[config.mk]
export PLATFORM = sky130hd
export DESIGN_NAME = pssc_top
export DESIGN_NICKNAME = d
export VERILOG_FILES = /design/src/pssc_pkg.sv /design/src/pssc_thr_if.sv /design/src/pssc_pos_track.sv /design/src/pssc_sector.sv /design/src/pssc_top.sv
export VERILOG_INCLUDE_DIRS = /design/src
export SDC_FILE = /design/constraint.sdc
export NUM_CORES = 1
export LEC_CHECK = 0
export CAP_MARGIN = 25
export CORE_MARGIN = 4
export CORE_UTILIZATION = 35
export CTS_CLUSTER_DIAMETER = 50
export DETAILED_ROUTE_END_ITERATION = 8
export DONT_BUFFER_PORTS = 1
export PLACE_DENSITY = 0.59
export SYNTH_ARGS = -nofsm -noshare
export SYNTH_HDL_FRONTEND = slang
export SYNTH_SLANG_ARGS = --single-unit
[constraint.sdc]
create_clock -name core_clk -period 9.2 [get_ports core_clk]
set_input_delay 1.84 -clock core_clk [delete_from_list [all_inputs] [get_ports core_clk]]
set_output_delay 1.84 -clock core_clk [all_outputs]
set_load 0.03 [all_outputs]
[src/pssc_cfg.svh]
// Constants for the position switch-point compare block
`ifndef PSSC_CFG_SVH
`define PSSC_CFG_SVH

`define PSSC_POS_W 32
`define PSSC_PAR_W 8

// Parameter indices and subindices
`define PSSC_IDX_SP 8'h3c
`define PSSC_IDX_SSC 8'h41
`define PSSC_IDX_WRAP 8'h64
`define PSSC_SUB_0 8'h00
`define PSSC_SUB_1 8'h01
`define PSSC_SUB_2 8'h02
`define PSSC_SUB_3 8'h03

// Encodings of the configuration bytes
`define PSSC_MODE_OFF 8'h00
`define PSSC_MODE_SINGLE 8'h01
`define PSSC_MODE_WINDOW 8'h02
`define PSSC_POL_HIGH 8'h00
`define PSSC_POL_LOW 8'h01

// Reset values
`define PSSC_RST_WRAP 32'h0000ffff
`define PSSC_RST_SP 32'h00000000
`define PSSC_RST_HYST 32'h00000000
`define PSSC_RST_MODE 8'h00
`define PSSC_RST_POL 8'h00

`endif

[src/pssc_pkg.sv]
// Types shared by the position switch-point compare block
package pssc_pkg;
  typedef enum logic [1:0] {
    PSSC_SEC_OUT,
    PSSC_SEC_LOW_BAND,
    PSSC_SEC_WINDOW,
    PSSC_SEC_HIGH_BAND
  } pssc_sector_t;

  typedef enum logic [1:0] {
    PSSC_M_OFF,
    PSSC_M_SINGLE,
    PSSC_M_WINDOW
  } pssc_mode_t;
endpackage

[src/pssc_thr_if.sv]
// Position and thresholds passed from the top to the sector classifier
`timescale 1ns/1ps
interface pssc_thr_if;
  logic [31:0] position;
  logic [31:0] band_lo;
  logic [31:0] sp_lo;
  logic [31:0] sp_hi;
  logic [31:0] band_hi;

  modport drive (
    output position,
    output band_lo,
    output sp_lo,
    output sp_hi,
    output band_hi
  );

  modport classify (
    input position,
    input band_lo,
    input sp_lo,
    input sp_hi,
    input band_hi
  );
endinterface

[src/pssc_pos_track.sv]
// Position counter that wraps between zero and the wrap limit
`timescale 1ns/1ps
`include "pssc_cfg.svh"
module pssc_pos_track
  import pssc_pkg::*;
(
  input wire logic core_clk,
  input wire logic rst_n,
  input wire logic step_valid,
  input wire logic step_up,
  input wire logic [`PSSC_POS_W-1:0] wrap_limit,
  output logic [`PSSC_POS_W-1:0] position_ff,
  output logic sample_ff
);

  logic [`PSSC_POS_W-1:0] nxt_position;

  // Wrap in both directions
  always_comb begin
    nxt_position = position_ff;
    if (position_ff > wrap_limit) begin
      // Limit lowered under a live position; restart from zero
      nxt_position = '0;
    end else if (step_valid && step_up) begin
      if (position_ff >= wrap_limit) begin
        nxt_position = '0;
      end else begin
        nxt_position = position_ff + 32'h00000001;
      end
    end else if (step_valid) begin
      if (position_ff == '0) begin
        nxt_position = wrap_limit;
      end else begin
        nxt_position = position_ff - 32'h00000001;
      end
    end
  end

  always_ff @(posedge core_clk or negedge rst_n) begin
    if (!rst_n) begin
      position_ff <= '0;
    end else begin
      position_ff <= nxt_position;
    end
  end

  // New sample marker, one cycle after the step
  always_ff @(posedge core_clk or negedge rst_n) begin
    if (!rst_n) begin
      sample_ff <= 1'b0;
    end else begin
      sample_ff <= step_valid;
    end
  end

endmodule

[src/pssc_sector.sv]
// Sector classifier for the window compare
`timescale 1ns/1ps
module pssc_sector
  import pssc_pkg::*;
(
  pssc_thr_if.classify thr,
  output pssc_sector_t sector
);

  // Bands sit outside the window; band edges are already clamped
  always_comb begin
    if (thr.position >= thr.sp_lo && thr.position <= thr.sp_hi) begin
      sector = PSSC_SEC_WINDOW;
    end else if (thr.position >= thr.band_lo && thr.position < thr.sp_lo) begin
      sector = PSSC_SEC_LOW_BAND;
    end else if (thr.position > thr.sp_hi && thr.position <= thr.band_hi) begin
      sector = PSSC_SEC_HIGH_BAND;
    end else begin
      sector = PSSC_SEC_OUT;
    end
  end

endmodule

[src/pssc_top.sv]
// Switch-point compare of the measured position, with wrap limit and hysteresis
`timescale 1ns/1ps
`include "pssc_cfg.svh"
module pssc_top
  import pssc_pkg::*;
(
  input wire logic core_clk,
  input wire logic resetn,
  input wire logic pos_step_valid,
  input wire logic pos_step_up,
  input wire logic param_wr,
  input wire logic param_rd,
  input wire logic [`PSSC_PAR_W-1:0] param_index,
  input wire logic [`PSSC_PAR_W-1:0] param_sub,
  input wire logic [`PSSC_POS_W-1:0] param_wdata,
  output logic [`PSSC_POS_W-1:0] param_rdata,
  output logic param_ack,
  output logic param_err,
  output logic [`PSSC_POS_W-1:0] measured_position_channel,
  output logic [2:0] position_sector,
  output logic switching_output_one
);

  // Saturating subtract, floor at zero
  function automatic logic [31:0] sat_sub(input logic [31:0] a, input logic [31:0] b);
    sat_sub = (a > b) ? (a - b) : 32'h00000000;
  endfunction

  // Saturating add, ceiling at the wrap limit
  function automatic logic [31:0] sat_add(input logic [31:0] a, input logic [31:0] b,
                                          input logic [31:0] lim);
    logic [32:0] s;
    s = {1'b0, a} + {1'b0, b};
    sat_add = (s >= {1'b0, lim}) ? lim : s[31:0];
  endfunction

  // Clamp a switch point to the wrap limit
  function automatic logic [31:0] clamp_sp(input logic [31:0] sp, input logic [31:0] lim);
    clamp_sp = (sp >= lim) ? lim : sp;
  endfunction

  // Smaller of two switch points; the points may be written in either order
  function automatic logic [31:0] min_u(input logic [31:0] a, input logic [31:0] b);
    min_u = (a < b) ? a : b;
  endfunction

  // Larger of two switch points
  function automatic logic [31:0] max_u(input logic [31:0] a, input logic [31:0] b);
    max_u = (a < b) ? b : a;
  endfunction

  // Parameter address match; index and subindex must both agree
  function automatic logic addr_is(input logic [7:0] idx, input logic [7:0] sub, input logic [7:0] want_idx,
                                   input logic [7:0] want_sub);
    addr_is = (idx == want_idx) && (sub == want_sub);
  endfunction

  // Mode byte to mode type; unknown codes act as off
  function automatic pssc_mode_t decode_mode(input logic [7:0] m);
    case (m)
      `PSSC_MODE_SINGLE: decode_mode = PSSC_M_SINGLE;
      `PSSC_MODE_WINDOW: decode_mode = PSSC_M_WINDOW;
      default: decode_mode = PSSC_M_OFF;
    endcase
  endfunction

  // Sector to its 1..4 number
  function automatic logic [2:0] sector_num(input pssc_sector_t s);
    case (s)
      PSSC_SEC_OUT: sector_num = 3'h1;
      PSSC_SEC_LOW_BAND: sector_num = 3'h2;
      PSSC_SEC_WINDOW: sector_num = 3'h3;
      PSSC_SEC_HIGH_BAND: sector_num = 3'h4;
      default: sector_num = 3'h0;
    endcase
  endfunction

  // Reset synchroniser
  logic rst_meta_ff;
  logic rst_sync_ff;

  // Stored parameters
  logic [31:0] wrap_ff;
  logic [31:0] sp_first_ff;
  logic [31:0] sp_second_ff;
  logic [31:0] hyst_ff;
  logic [7:0] mode_ff;
  logic [7:0] pol_ff;

  // Position and working thresholds
  logic [31:0] pos_now;
  logic pos_sample;
  logic [31:0] sp_first_eff;
  logic [31:0] sp_second_eff;
  logic [31:0] sp_lo;
  logic [31:0] sp_hi;

  // Compare state
  pssc_mode_t mode_now;
  pssc_sector_t sector_now;
  pssc_sector_t sector_ff;
  logic state_ff;
  logic nxt_state;

  // Parameter decode
  logic wr_hit;
  logic rd_hit;
  logic [31:0] rd_value;

  // Reset release through two flops; assertion stays asynchronous
  always_ff @(posedge core_clk or negedge resetn) begin
    if (!resetn) begin
      rst_meta_ff <= 1'b0;
      rst_sync_ff <= 1'b0;
    end else begin
      rst_meta_ff <= 1'b1;
      rst_sync_ff <= rst_meta_ff;
    end
  end

  // Address decode of the parameter port
  always_comb begin
    wr_hit = 1'b1;
    rd_value = 32'h00000000;
    if (addr_is(param_index, param_sub, `PSSC_IDX_SP, `PSSC_SUB_1)) begin
      rd_value = sp_first_ff;
    end else if (addr_is(param_index, param_sub, `PSSC_IDX_SP, `PSSC_SUB_2)) begin
      rd_value = sp_second_ff;
    end else if (addr_is(param_index, param_sub, `PSSC_IDX_SSC, `PSSC_SUB_1)) begin
      rd_value = {24'h000000, pol_ff};
    end else if (addr_is(param_index, param_sub, `PSSC_IDX_SSC, `PSSC_SUB_2)) begin
      rd_value = {24'h000000, mode_ff};
    end else if (addr_is(param_index, param_sub, `PSSC_IDX_SSC, `PSSC_SUB_3)) begin
      rd_value = hyst_ff;
    end else if (addr_is(param_index, param_sub, `PSSC_IDX_WRAP, `PSSC_SUB_0)) begin
      rd_value = wrap_ff;
    end else begin
      wr_hit = 1'b0;
    end
  end

  assign rd_hit = wr_hit;

  // Switch points: any value is stored, even above the wrap limit
  always_ff @(posedge core_clk or negedge rst_sync_ff) begin
    if (!rst_sync_ff) begin
      sp_first_ff <= `PSSC_RST_SP;
      sp_second_ff <= `PSSC_RST_SP;
    end else if (param_wr && param_index == `PSSC_IDX_SP) begin
      if (param_sub == `PSSC_SUB_1) begin
        sp_first_ff <= param_wdata;
      end else if (param_sub == `PSSC_SUB_2) begin
        sp_second_ff <= param_wdata;
      end
    end
  end

  // Output configuration: polarity, compare mode, shared hysteresis
  always_ff @(posedge core_clk or negedge rst_sync_ff) begin
    if (!rst_sync_ff) begin
      pol_ff <= `PSSC_RST_POL;
      mode_ff <= `PSSC_RST_MODE;
      hyst_ff <= `PSSC_RST_HYST;
    end else if (param_wr && param_index == `PSSC_IDX_SSC) begin
      if (param_sub == `PSSC_SUB_1) begin
        pol_ff <= param_wdata[7:0];
      end else if (param_sub == `PSSC_SUB_2) begin
        mode_ff <= param_wdata[7:0];
      end else if (param_sub == `PSSC_SUB_3) begin
        hyst_ff <= param_wdata;
      end
    end
  end

  // Wrap limit
  always_ff @(posedge core_clk or negedge rst_sync_ff) begin
    if (!rst_sync_ff) begin
      wrap_ff <= `PSSC_RST_WRAP;
    end else if (param_wr && addr_is(param_index, param_sub, `PSSC_IDX_WRAP, `PSSC_SUB_0)) begin
      wrap_ff <= param_wdata;
    end
  end

  // Handshake: ack every access one cycle later, err for unmapped ones
  always_ff @(posedge core_clk or negedge rst_sync_ff) begin
    if (!rst_sync_ff) begin
      param_ack <= 1'b0;
      param_err <= 1'b0;
    end else begin
      param_ack <= param_wr | param_rd;
      param_err <= (param_wr | param_rd) & ~wr_hit;
    end
  end

  // Read data holds until the next read, so a slow master can still pick it up
  always_ff @(posedge core_clk or negedge rst_sync_ff) begin
    if (!rst_sync_ff) begin
      param_rdata <= 32'h00000000;
    end else if (param_rd) begin
      param_rdata <= rd_hit ? rd_value : 32'h00000000;
    end
  end

  // Position counter
  pssc_pos_track u_track (
    .core_clk(core_clk),
    .rst_n(rst_sync_ff),
    .step_valid(pos_step_valid),
    .step_up(pos_step_up),
    .wrap_limit(wrap_ff),
    .position_ff(pos_now),
    .sample_ff(pos_sample)
  );

  // Working thresholds; a point past the limit becomes the limit and so trips only when the position reaches the limit
  assign sp_first_eff = clamp_sp(sp_first_ff, wrap_ff);
  assign sp_second_eff = clamp_sp(sp_second_ff, wrap_ff);
  assign sp_lo = min_u(sp_first_eff, sp_second_eff);
  assign sp_hi = max_u(sp_first_eff, sp_second_eff);
  assign mode_now = decode_mode(mode_ff);

  pssc_thr_if thr ();

  // Band edges saturate at zero and at the wrap limit
  assign thr.position = pos_now;
  assign thr.sp_lo = sp_lo;
  assign thr.sp_hi = sp_hi;
  assign thr.band_lo = sat_sub(sp_lo, hyst_ff);
  assign thr.band_hi = sat_add(sp_hi, hyst_ff, wrap_ff);

  pssc_sector u_sector (
    .thr(thr),
    .sector(sector_now)
  );

  // Output state; in window mode from departing sector, arriving sector and present state
  always_comb begin
    nxt_state = state_ff;
    case (mode_now)
      PSSC_M_SINGLE: begin
        // Single point uses the first point, clamped, with a lower band floored at zero
        if (pos_now >= sp_first_eff) begin
          nxt_state = 1'b1;
        end else if (pos_now < sat_sub(sp_first_eff, hyst_ff)) begin
          nxt_state = 1'b0;
        end
      end
      PSSC_M_WINDOW: begin
        if (sector_now != sector_ff) begin
          case (sector_now)
            PSSC_SEC_WINDOW: nxt_state = 1'b0;
            PSSC_SEC_OUT: nxt_state = 1'b1;
            default: nxt_state = state_ff;
          endcase
        end
      end
      default: nxt_state = 1'b0;
    endcase
  end

  // Output state moves only when a fresh sample lands
  always_ff @(posedge core_clk or negedge rst_sync_ff) begin
    if (!rst_sync_ff) begin
      state_ff <= 1'b0;
    end else if (pos_sample) begin
      state_ff <= nxt_state;
    end
  end

  // Sector memory kept in every mode, so a mode change starts from the real sector
  always_ff @(posedge core_clk or negedge rst_sync_ff) begin
    if (!rst_sync_ff) begin
      sector_ff <= PSSC_SEC_OUT;
    end else if (pos_sample) begin
      sector_ff <= sector_now;
    end
  end

  // Polarity applied last so the hysteresis memory is independent of it
  always_ff @(posedge core_clk or negedge rst_sync_ff) begin
    if (!rst_sync_ff) begin
      switching_output_one <= 1'b0;
    end else if (pol_ff == `PSSC_POL_LOW) begin
      switching_output_one <= ~state_ff;
    end else begin
      switching_output_one <= state_ff;
    end
  end

  // Observed position, one cycle behind the internal copy
  always_ff @(posedge core_clk or negedge rst_sync_ff) begin
    if (!rst_sync_ff) begin
      measured_position_channel <= 32'h00000000;
    end else begin
      measured_position_channel <= pos_now;
    end
  end

  // Sector number of the last evaluated sample
  always_ff @(posedge core_clk or negedge rst_sync_ff) begin
    if (!rst_sync_ff) begin
      position_sector <= 3'h1;
    end else begin
      position_sector <= sector_num(sector_ff);
    end
  end

endmodule

==> flow_summary_export.csv <==
group,metric,value,unit
outcome,outcome,"complete, but fails checks",
outcome,violations,"negative setup slack",
die,die_x,286.1,microns
layout,post-route-util,46.65,%
clock_network,root_buffer,"clkbuf_16",
clock_network,cts_sinks,252,
yosys,yosys_warnings,0,
clock_network,htreeDepth,2,
worst_setup_path,critPathLaunchType,"flop",
placement,dp.cells,4582,
grt,grt_pass1_vias,26710,
worst_setup_path,crit_type,"flop to flop",
power_and_ir_drop,p_per_area,111.0,nW/um^2
route,vias,27390,
sta,worst_hold_slack,256.4,ps
yosys,synthFlopType,"dfrtp_1",
yosys,ys_types,86,
worst_setup_path,cp_slowest_cell,"or3_4",
layout,finalNetCount,4173,
route,drt-vias-per-instance,5.796,
power_and_ir_drop,power_frac_seq,33.8,%
grt,antenna_found_initial,0,
clock_network,clk_pin_slew_worst_paths,60,ps
job,max_cap_violations,0,
yosys,synth_edf_count,0,
worst_setup_path,worstPathMaxFanout,8,
yosys,yosysSeqAreaShare,23.37,%
route,drc,0,
die,num_io_pins,124,
power_and_ir_drop,peakVddDrop,0.1303,mV
grt,grt_overflow,0,
grt,grt_pass1_wl,163100,microns
route,wl_per_cell,23.33,microns
yosys,synth_seq_cells,252,
worst_setup_path,end_kind,"flop",
grt,grt_max_degree,161,
power_and_ir_drop,power.leakage,0.01759,uW
sta,hold_viol_final,0,
layout,fin_cells,4725,
sta,worst_clock_skew,28.45,ps
route,drt_iter0_drc,2632,
route,ant_nets,0,
grt,gr-usage-all-layers,26.07,%
worst_setup_path,cp.required,9630,ps
yosys,synthArstFlopShare,100.0,%
sta,fmax,0.09101,GHz
yosys,synthCells,3066,
placement,hpwl,87270,microns
yosys,avgSynthCellArea,8.829,sq um
die,coreArea,76330,sq um
route,drt_pass1_iterations,5,
placement,finalWeightedCongestion,1.002,
layout,area_growth,31.54,%
sta,fin_crit,10990,ps
power_and_ir_drop,p_int,2544,uW
yosys,synth_area_leader_cell,"dfrtp_1",
placement,io_buffers,0,
clock_network,insertion_delay,570,ps
sta,setup_ws,-1788,ps
sta,finalSetupViolations,3,
worst_setup_path,max_stage_delay,440,ps
power_and_ir_drop,p_sw,1409,uW
clock_network,cts_buffers,39,
power_and_ir_drop,swShare,35.65,%
die,num_rows,101,
min_path,hp-class,"flop to asynchronous set/reset pin",
sta,period_share,119.4,%
yosys,synth_area,27070,sq um
layout,drive_gt1_share,29.36,%
power_and_ir_drop,clkPwrFrac,38.3,%
sta,rsz0062_at_grt,"true",
yosys,yosys.cell_count.top_type,"ha_1",
sta,worstMarginPinSlew,1124,ps
clock_network,cts_hold_buf,0,
clock_network,clockBufferDepth,3,
route,drt_wl_total,110200,microns
power_and_ir_drop,combPwrFrac,27.9,%
die,dieArea,81860,sq um
yosys,synthTopCellsByCount,"454 x ha_1, 235 x dfrtp_1, 230 x nand2_1, 229 x nor2_1, 210 x a21oi_1",
die,die_h,286.1,microns
die,initial_utilization,35.47,%
sta,slew_headroom,24.89,%
sta,maxSlewViolCount,0,
yosys,synthTopCellsByArea,"dfrtp_1 22%, ha_1 21%, mux2_2 5.9%, mux2i_1 5.0%, a21oi_1 3.9%",
worst_setup_path,crit_arrival,11420,ps
clock_network,tritoncts,"yes",
yosys,syn_nets,3577,
yosys,synth_top_area_share,21.72,%
power_and_ir_drop,finalPower,3953,uW
critical path: cells and delay by family (launching register included):
| family | cells | cell delay [ps] |
|---|---|---|
| simple gates | 14 | 2600 |
| xor+xnor | 1 | 110 |
| compound gates | 20 | 3780 |
| mux | 4 | 950 |
| flops | 1 | 340 |
| fa+ha+maj | 5 | 1370 |
| buf+inv | 12 | 1630 |
cells in the final DEF, fill, tap and decap left out, types with 18 or more instances in the layout:
| cell type | Yosys | layout |
|---|---|---|
| buf_4 | 11 | 624 |
| ha_1 | 454 | 431 |
| dfrtp_1 | 235 | 234 |
| nand2_1 | 230 | 227 |
| nor2_1 | 229 | 222 |
| a21oi_1 | 210 | 174 |
| mux2_2 | 141 | 141 |
| o21ai_0 | 151 | 137 |
| inv_1 | 133 | 118 |
| mux2i_1 | 136 | 110 |
| a21o_1 | 95 | 95 |
| nand4_1 | 86 | 86 |
| nand3_1 | 72 | 70 |
| a22oi_1 | 63 | 62 |
| xnor2_1 | 62 | 61 |
| a31oi_1 | 58 | 54 |
| nor3_1 | 54 | 47 |
| clkbuf_16 | 0 | 40 |
| mux2_1 | 39 | 38 |
| xor2_1 | 39 | 38 |
| a211oi_1 | 35 | 29 |
| o21a_1 | 29 | 29 |
| nor4_1 | 29 | 28 |
| buf_6 | 6 | 28 |
| nor2b_1 | 24 | 23 |
| nand2b_1 | 24 | 23 |
| o31ai_1 | 24 | 23 |
| a21oi_2 | 2 | 22 |
| o211ai_1 | 20 | 20 |
| ha_4 | 0 | 19 |
| o21ai_1 | 11 | 18 |
what timing repair did:
action	in CTS	in global routing
gates resized for setup	183	39
hold endpoints to repair	0	0
setup buffers	45	23
cloned	5	0
endpoints found under the setup margin	3	3
pin swaps	78	31
per-layer routing:
layer  up-vias  part of all wire (%)  GRT usage (%)
li1      12800                     -              -
met1     13330                    46          37.57
met2      1084                    42          39.73
met3       181                   8.3          4.313
met4         0                   3.6          8.469
met5         -                     0              0
cell families after synthesis:
kind of cell | Yosys count | synth area share (%)
AO/OA/AOI/OAI | 830 | 20.11
XOR/XNOR | 101 | 3.268
adder cells (fa/ha/maj) | 457 | 21.21
buffers and inverters | 248 | 3.915
flip-flops | 252 | 23.37
multiplexers | 316 | 12.52
other | 1 | 0.01385
AND/OR/NAND/NOR | 861 | 15.60
state kept, by name, summed over array words and instances (netlist names), 8 cells and up:
| register | count |
|---|---|
| pol_ff | 8 |
| param_rdata | 32 |
| sp_first_ff | 32 |
| mode_ff | 8 |
| u_track.position_ff | 32 |
| measured_position_channel | 32 |
| sp_second_ff | 32 |
| hyst_ff | 32 |
| wrap_ff | 32 |
layout make-up:
| type | count | area (sq um) |
|---|---|---|
| Fill cell | 7413 | 40720 |
| Multi-Input combinational cell | 2567 | 20850 |
| Sequential cell | 252 | 6331 |
| Timing Repair Buffer | 667 | 5305 |
| Tap cell | 1030 | 1289 |
| Clock buffer | 52 | 1086 |
| Inverter | 135 | 506.7 |
| Clock inverter | 19 | 234.0 |
| Antenna cell | 3 | 7.507 |
path summary, 6_finish.rpt:
| kind | from | endpoint | slack (ps) | depth (start not counted) |
|---|---|---|---|---|
| hold / removal | rst_sync_ff | wrap_ff[26] | 260 | 0 |
| min in group core_clk | rst_meta_ff | rst_sync_ff | 350 | 0 |
| setup reg to reg | wrap_ff[26] | state_ff | -1790 | 56 |
| hold reg to reg | rst_sync_ff | wrap_ff[26] | 260 | 0 |
| setup / recovery | wrap_ff[26] | state_ff | -1790 | 56 |
| max in group asynchronous | rst_sync_ff | measured_position_channel[2] | 7660 | 1 |
power by group through the flow:
stage / clock, uW / sequential, uW / combinational, uW
after floorplan: 0 / 1390 / 670
after global placement: 0 / 1360 / 1060
after detailed placement: 0 / 1360 / 1070
after CTS: 1540 / 1340 / 1080
after global routing: 1590 / 1350 / 1230
final: 1510 / 1340 / 1100
stage by stage:
stage                     cell area (sq um)  worst slack [ps]  setup TNS (ps)
final                                 35610             -1788           -4681
after CTS                             35260             -1666           -4133
after global placement                32590             -2355           -5773
after detailed placement              32590             -2460           -6141
after global routing                  35600             -2223           -5979
after floorplan                       27280            -949.5           -1348
Power figures use the tool's default switching activity.
